**src/hdl/sadc_pkg.sv**
```systemverilog
// shared constants for the subranging converter sample pipeline
package sadc_pkg;
  localparam int unsigned SADC_CLK_MHZ = 100;
  localparam int unsigned SADC_COARSE_W = 5;
  localparam int unsigned SADC_FINE_W = 6;
  localparam int unsigned SADC_WORD_W = 10;
  localparam int unsigned SADC_SEL_N = 32;
  localparam int unsigned SADC_FIFO_W = 11;
  localparam int unsigned SADC_FIFO_D = 8;
  localparam logic [9:0] SADC_WORD_RST = 10'h200;
  localparam logic [4:0] SADC_COARSE_MAX = 5'h1f;
  localparam logic [31:0] SADC_SEL_RST = 32'h0000_0000;
  localparam logic [10:0] SADC_FIFO_RST = 11'h200;
  localparam int unsigned SADC_LAT_HALF = 5;
  localparam logic [1:0] SADC_STAGES_BEFORE_OUT = 2'h2;

  typedef enum logic [2:0] {
    SADC_ST_IDLE = 3'b001,
    SADC_ST_FILL = 3'b010,
    SADC_ST_RUN = 3'b100
  } sadc_state_t;

  // combine coarse and fine codes into the offset binary word, saturating
  function automatic logic [10:0] sadc_combine(input logic [4:0] coarse, input logic [5:0] fine);
    logic [5:0] top;
    top = {1'b0, coarse} + {5'h00, fine[5]};
    if (top[5]) begin
      return {1'b1, 10'h3ff};
    end
    return {1'b0, top[4:0], fine[4:0]};
  endfunction
endpackage

```
**src/hdl/sadc_stream_if.sv**
```systemverilog
// valid/ready stream carrying converted words
`timescale 1ns/1ps
`default_nettype none
interface sadc_stream_if #(parameter int unsigned W = 11);
  logic valid;
  logic ready;
  logic [W-1:0] data;
  modport src (output valid, output data, input ready);
  modport snk (input valid, input data, output ready);
endinterface
`default_nettype wire

```
**src/hdl/sadc_fifo.sv**
```systemverilog
// parameterised fifo with valid/ready on both sides
`timescale 1ns/1ps
`default_nettype none
module sadc_fifo #(
  parameter int unsigned W = 11,
  parameter int unsigned D = 8
) (
  input wire logic clk_i, // clock
  input wire logic rst_i, // sync reset
  sadc_stream_if.snk in_s, // filling side
  sadc_stream_if.src out_s // draining side
);
  localparam int unsigned AW = $clog2(D);
  logic [W-1:0] mem_ff [D];
  logic [AW-1:0] wr_ff;
  logic [AW-1:0] rd_ff;
  logic [AW:0] cnt_ff;
  logic push;
  logic pop;

  assign in_s.ready = (cnt_ff < (AW+1)'(D));
  assign out_s.valid = (cnt_ff != '0);
  assign out_s.data = mem_ff[rd_ff];
  assign push = in_s.valid && in_s.ready;
  assign pop = out_s.valid && out_s.ready;

  always_ff @(posedge clk_i) begin
    if (push) begin
      mem_ff[wr_ff] <= in_s.data;
    end
  end

  always_ff @(posedge clk_i) begin
    if (rst_i) begin
      wr_ff <= '0;
      rd_ff <= '0;
      cnt_ff <= '0;
    end else begin
      if (push) begin
        wr_ff <= (wr_ff == AW'(D - 1)) ? '0 : wr_ff + 1'b1;
      end
      if (pop) begin
        rd_ff <= (rd_ff == AW'(D - 1)) ? '0 : rd_ff + 1'b1;
      end
      cnt_ff <= cnt_ff + (AW+1)'(push) - (AW+1)'(pop);
    end
  end
endmodule
`default_nettype wire

```
**src/hdl/sadc_pipeline.sv**
```systemverilog
// subranging converter digital pipeline: coarse/fine decode and latched output word
`timescale 1ns/1ps
`default_nettype none
module sadc_pipeline
  import sadc_pkg::*;
(
  input wire logic clk_i, // 100 MHz system clock
  input wire logic rst_i, // sync reset, active high
  input wire logic strobe_i, // sample strobe pin, asynchronous
  input wire logic [4:0] coarse_i, // coarse flash code, asynchronous
  input wire logic [5:0] fine_i, // fine flash code, asynchronous
  input wire logic over_i, // input beyond full scale comparator
  output logic [9:0] word_o, // latched result word, offset binary
  output logic range_o, // out-of-range flag
  output logic [31:0] ladder_sel_o, // one-hot residue ladder switch enable
  output logic word_valid_o, // word carries a real sample
  output logic busy_o // pipeline filling or running
);
  logic [2:0] strb_sync_ff;
  logic [4:0] coarse_s1_ff;
  logic [4:0] coarse_s2_ff;
  logic [5:0] fine_s1_ff;
  logic [5:0] fine_s2_ff;
  logic over_s1_ff;
  logic over_s2_ff;
  logic rise;
  logic fall;
  logic [4:0] coarse_held_ff;
  logic over_held_ff;
  logic [10:0] dec_word_ff;
  logic [1:0] fill_ff;
  logic [9:0] word_ff;
  logic range_ff;
  logic [31:0] sel_ff;
  logic valid_ff;
  logic busy_ff;
  sadc_state_t state_ff;
  sadc_state_t nxt_state;
  logic [10:0] comb;

  sadc_stream_if #(.W(SADC_FIFO_W)) fin_s ();
  sadc_stream_if #(.W(SADC_FIFO_W)) fout_s ();

  // pin inputs pass two flops; the third strobe stage only feeds edge detection
  always_ff @(posedge clk_i) begin
    if (rst_i) begin
      strb_sync_ff <= 3'h0;
      coarse_s1_ff <= 5'h00;
      coarse_s2_ff <= 5'h00;
      fine_s1_ff <= 6'h00;
      fine_s2_ff <= 6'h00;
      over_s1_ff <= 1'b0;
      over_s2_ff <= 1'b0;
    end else begin
      strb_sync_ff <= {strb_sync_ff[1:0], strobe_i};
      coarse_s1_ff <= coarse_i;
      coarse_s2_ff <= coarse_s1_ff;
      fine_s1_ff <= fine_i;
      fine_s2_ff <= fine_s1_ff;
      over_s1_ff <= over_i;
      over_s2_ff <= over_s1_ff;
    end
  end

  assign rise = strb_sync_ff[1] && !strb_sync_ff[2];
  assign fall = !strb_sync_ff[1] && strb_sync_ff[2];

  // hold coarse result at the sampling edge, residue switch chosen from it
  always_ff @(posedge clk_i) begin
    if (rst_i) begin
      coarse_held_ff <= 5'h00;
      over_held_ff <= 1'b0;
      sel_ff <= SADC_SEL_RST;
    end else if (rise) begin
      coarse_held_ff <= coarse_s2_ff;
      over_held_ff <= over_s2_ff;
      sel_ff <= 32'h0000_0001 << coarse_s2_ff;
    end
  end

  // fine code arrives a period later; pair it with its own coarse code
  always_ff @(posedge clk_i) begin
    if (rst_i) begin
      dec_word_ff <= SADC_FIFO_RST;
    end else if (rise) begin
      // coarse held at the previous rise and the fine code present now belong to one sample
      dec_word_ff <= {over_held_ff | comb[10], comb[9:0]};
    end
  end

  assign comb = sadc_combine(coarse_held_ff, fine_s2_ff);

  always_comb begin
    nxt_state = state_ff;
    case (state_ff)
      SADC_ST_IDLE: begin
        if (rise) begin
          nxt_state = SADC_ST_FILL;
        end
      end
      SADC_ST_FILL: begin
        if (rise && fill_ff == SADC_STAGES_BEFORE_OUT) begin
          nxt_state = SADC_ST_RUN;
        end
      end
      SADC_ST_RUN: nxt_state = SADC_ST_RUN;
      default: nxt_state = SADC_ST_IDLE;
    endcase
  end

  always_ff @(posedge clk_i) begin
    if (rst_i) begin
      state_ff <= SADC_ST_IDLE;
      fill_ff <= 2'h0;
      busy_ff <= 1'b0;
    end else begin
      state_ff <= nxt_state;
      busy_ff <= (nxt_state != SADC_ST_IDLE);
      if (rise && fill_ff != SADC_STAGES_BEFORE_OUT) begin
        fill_ff <= fill_ff + 2'h1;
      end
    end
  end

  // decoded words queue until the next falling edge releases one
  // the first real word is decoded by the second rise and queued at the third
  assign fin_s.valid = rise && (fill_ff == SADC_STAGES_BEFORE_OUT);
  assign fin_s.data = dec_word_ff;
  assign fout_s.ready = fall;

  sadc_fifo #(.W(SADC_FIFO_W), .D(SADC_FIFO_D)) u_fifo (
    .clk_i(clk_i),
    .rst_i(rst_i),
    .in_s(fin_s),
    .out_s(fout_s)
  );

  // output word and flag change only on the falling edge
  always_ff @(posedge clk_i) begin
    if (rst_i) begin
      word_ff <= SADC_WORD_RST;
      range_ff <= 1'b0;
      valid_ff <= 1'b0;
    end else if (fall && fout_s.valid) begin
      word_ff <= fout_s.data[9:0];
      range_ff <= fout_s.data[10];
      valid_ff <= 1'b1;
    end
  end

  assign word_o = word_ff;
  assign range_o = range_ff;
  assign ladder_sel_o = sel_ff;
  assign word_valid_o = valid_ff;
  assign busy_o = busy_ff;
endmodule
`default_nettype wire

```
**config.mk**
```make
export PLATFORM = sky130hd
export DESIGN_NAME = sadc_pipeline
export DESIGN_NICKNAME = d
export VERILOG_FILES = /design/src/hdl/sadc_pkg.sv /design/src/hdl/sadc_stream_if.sv /design/src/hdl/sadc_fifo.sv /design/src/hdl/sadc_pipeline.sv
export SDC_FILE = /design/constraint.sdc
export NUM_CORES = 1
export LEC_CHECK = 0
export ABC_AREA = 1
export ABC_CLOCK_PERIOD_IN_PS = 2500
export BUFFER_PORTS_ARGS = -buffer_cell sky130_fd_sc_hd__buf_2
export CAP_MARGIN = 25
export CORE_ASPECT_RATIO = 2
export CORE_UTILIZATION = 40
export CTS_CLUSTER_SIZE = 30
export DETAILED_ROUTE_END_ITERATION = 7
export PLACE_DENSITY_LB_ADDON = 0.1
export SETUP_SLACK_MARGIN = 0.15
export SLEW_MARGIN = 20
export SYNTH_ARGS = -nofsm -noshare
export SYNTH_HDL_FRONTEND = slang
export SYNTH_HIERARCHICAL = 1
export SYNTH_SLANG_ARGS = --single-unit
```
**constraint.sdc**
```tcl
create_clock -name clk_i -period 2.5 [get_ports clk_i]
set_input_delay 0.5 -clock clk_i [delete_from_list [all_inputs] [get_ports clk_i]]
set_output_delay 0.5 -clock clk_i [all_outputs]
set_load 0.1 [all_outputs]
```
==> metrics.txt <==
max-cap violation count=0; Worst Path Arrival=2.38 ns; Rows=72; GR Util All Layers=18.6%; largest net degree at the start of global routing=75; via count=5701; Syn. warnings=6; Final Skew=0.0128 ns; Worst-path clk slew=0.07 ns; die height=202 um; CTS sink cnt=195; core area=0.0195 mm2; flops & latches, synth=195; # nets final=1014; Tightest Pin Transition=0.657 ns; first-pass GRT wire length=28400 um; die area=0.0205 mm2; Synth area leaders=edfxtp_1 33%, dfxtp_1 27%, nand2_1 11%; post-CTS resize count=0; CTS tree=built; met3 Use GR=3.37%; maximum clock path buffer count=2; Seq pwr share=54.1%; max-slew violations=0; I/O Buffers=59; LEAKAGE=0.00406 uW; clock power share=42.8%; vias in the first global route=5760; hold_sp=coarse_i[1]; switching fraction of total power=23.2%; Final GP Congestion=0.800; # fillers=2003; Synth Cell Area=0.00798 mm2; # IOs=60; syn nets=953; initial antenna violation count=0; Internal=4840 uW; multi-input logic area=0.00231 mm2; Die W=102 um; Primary FF master, synth=dfxtp_1; DR WL/cell=13.8 um; slew margin rel.=56.1%; sequential fraction of the synthesis area=60.0%; WL final=17400 um; critical path endpoint category=flop; GRT busiest layer=met2; critical path type=reg2reg; placed cells=1227; total gr overflow=0; CP Data Required Time=2.81 ns; Initial DRT Pass Iterations=4; count of final setup violators=0; RSZ-0062 raised after global routing=no; post-route ant nets=0; setup TNS=0 ns; TritonCTS buffer count=17; Post-Syn Area per Cell=8.62 um2; post-route clock period utilization=82.9%; clk root buf=clkbuf_16; hold crit path type=in2reg; Fin Hold WS=0.268 ns; most frequent cells in the layout=234 x nand2_1, 166 x inv_1, 122 x nor2_1; Crit Path Max Fanout=5; r2r startpoint=fill_ff[0]; Final Power=6300 uW; Initial Util=41.0%; number of DRC markers in iteration 0=251; Diodes inserted=0; Cell variety after synth=29; final hold vios=0; Syn Inst Count=926; Pwr per Cell Area=692 mW/mm2; origin of the worst setup path=fill_ff[0]; crit path launch type=flop; outcome=finished, final reports clean; cell taking the most area after synthesis=edfxtp_1; clock latency on the worst-skew pair=0.43 ns; Synth async-reset ratio=0%; GRT met2 Usage=37.0%; GR met1 Demand/Resource=17.7%; DPL Wire Length=12400 um; DRC violation count after routing=0; combinational power share=3.1%; htree depth=4; fmax=483 MHz; fraction of layout cells with a size suffix above 1=12.1%; area grow syn2layout=14.1%; Setup Fix Bufs, Post-CTS=0; register area=0.00478 mm2; NetSw=1460 uW; VDD IR-drop max=0.416 mV; drt via density=4.53; CTS Hold Bufs=0; Min Clock Period, post-route=2.07 ns; Yosys top cell area share=33.1%; Post-synth EDFFs=88; Finished Layout Cells=1259; commonest non-fill, non-tap cell in the layout=nand2_1
-- layer usage --
| metal | share of wire, % | up-vias |
|---|---|---|
| met1 | 36 | 2612 |
| li1 | - | 2978 |
| met4 | 2.7 | 0 |
| met2 | 58 | 82 |
| met3 | 2.6 | 29 |
| met5 | 0 | - |
-- kinds of logic (layout without fill, tap and decap cells) --
family          after synthesis  after routing  share of synthesized area [%]
xor+xnor                      2              2                          0.220
buf+inv                     207            281                           11.1
flops                       195            195                           60.0
simple gates                437            437                           22.1
compound gates               73             73                           4.67
fa+ha+maj                    12             12                           1.98
-- cells in the mapped netlist, types with 2 or more instances --
| cell | instances |
|---|---|
| a21oi_1 | 54 |
| buf_1 | 4 |
| buf_2 | 12 |
| buf_4 | 4 |
| buf_6 | 10 |
| clkbuf_1 | 6 |
| dfxtp_1 | 107 |
| edfxtp_1 | 88 |
| ha_1 | 11 |
| inv_1 | 166 |
| inv_2 | 3 |
| nand2_1 | 234 |
| nand2_2 | 3 |
| nand3_1 | 67 |
| nand3b_1 | 2 |
| nand4_1 | 4 |
| nor2_1 | 122 |
| nor2_2 | 3 |
| o21ai_0 | 11 |
| o21ai_1 | 5 |
| xnor2_1 | 2 |
-- final timing paths --
path,to,slack [ns],cells after the start
setup / recovery,u_fifo/cnt_ff[2],0.43,11
hold / removal,coarse_s1_ff[1],0.27,3
setup reg to reg,u_fifo/cnt_ff[2],0.43,11
hold reg to reg,coarse_s2_ff[0],0.40,2
-- critical path: stages (launching register included) --
cell,delay (ns)
dfxtp_1,0.31
inv_1,0.07
ha_1,0.14
inv_1,0.06
nor2_1,0.18
nand2_1,0.15
nand3_1,0.18
nand2_1,0.08
ha_1,0.21
fa_1,0.38
xnor2_1,0.14
nor2_1,0.06
-- power groups by stage --
stage                     registers (uW)  clock network (uW)  logic [uW]
after floorplan                     3490                   0         128
after global placement              3480                   0         199
after detailed placement            3490                   0         200
after global routing                3420                2910         221
final                               3410                2690         195
after CTS                           3410                2770         200
-- per-stage QoR --
| stage | instance area [um2] | worst slack [ns] | utilization [%] |
|---|---|---|---|
| after global placement | 8510 | 0.465 | 43.7 |
| after detailed placement | 8510 | 0.411 | 43.7 |
| after floorplan | 7980 | 0.564 | - |
| after global routing | 9100 | 0.193 | 46.8 |
| after CTS | 9100 | 0.391 | 46.8 |
| final | 9100 | 0.429 | 46.8 |
-- cell type report --
cell class	instances	area share, %
Sequential cell	195	52.6
Multi-Input combinational cell	524	25.4
Inverter	171	7.08
Timing Repair Buffer	78	4.95
Clock buffer	17	4.67
Tap cell	259	3.56
Clock inverter	15	1.83
-- flip-flops by register name, summed over array words and instances, names as in the netlist, 4 cells and up, named ones only --
name	cells
u_fifo/mem_ff	88
ladder_sel_o	32
dec_word_ff	11
word_o	10
fine_s1_ff	6
fine_s2_ff	6
coarse_held_ff	5
coarse_s1_ff	5
coarse_s2_ff	5
u_fifo/cnt_ff	4
Note: power is estimated with default switching activity, not from simulation.
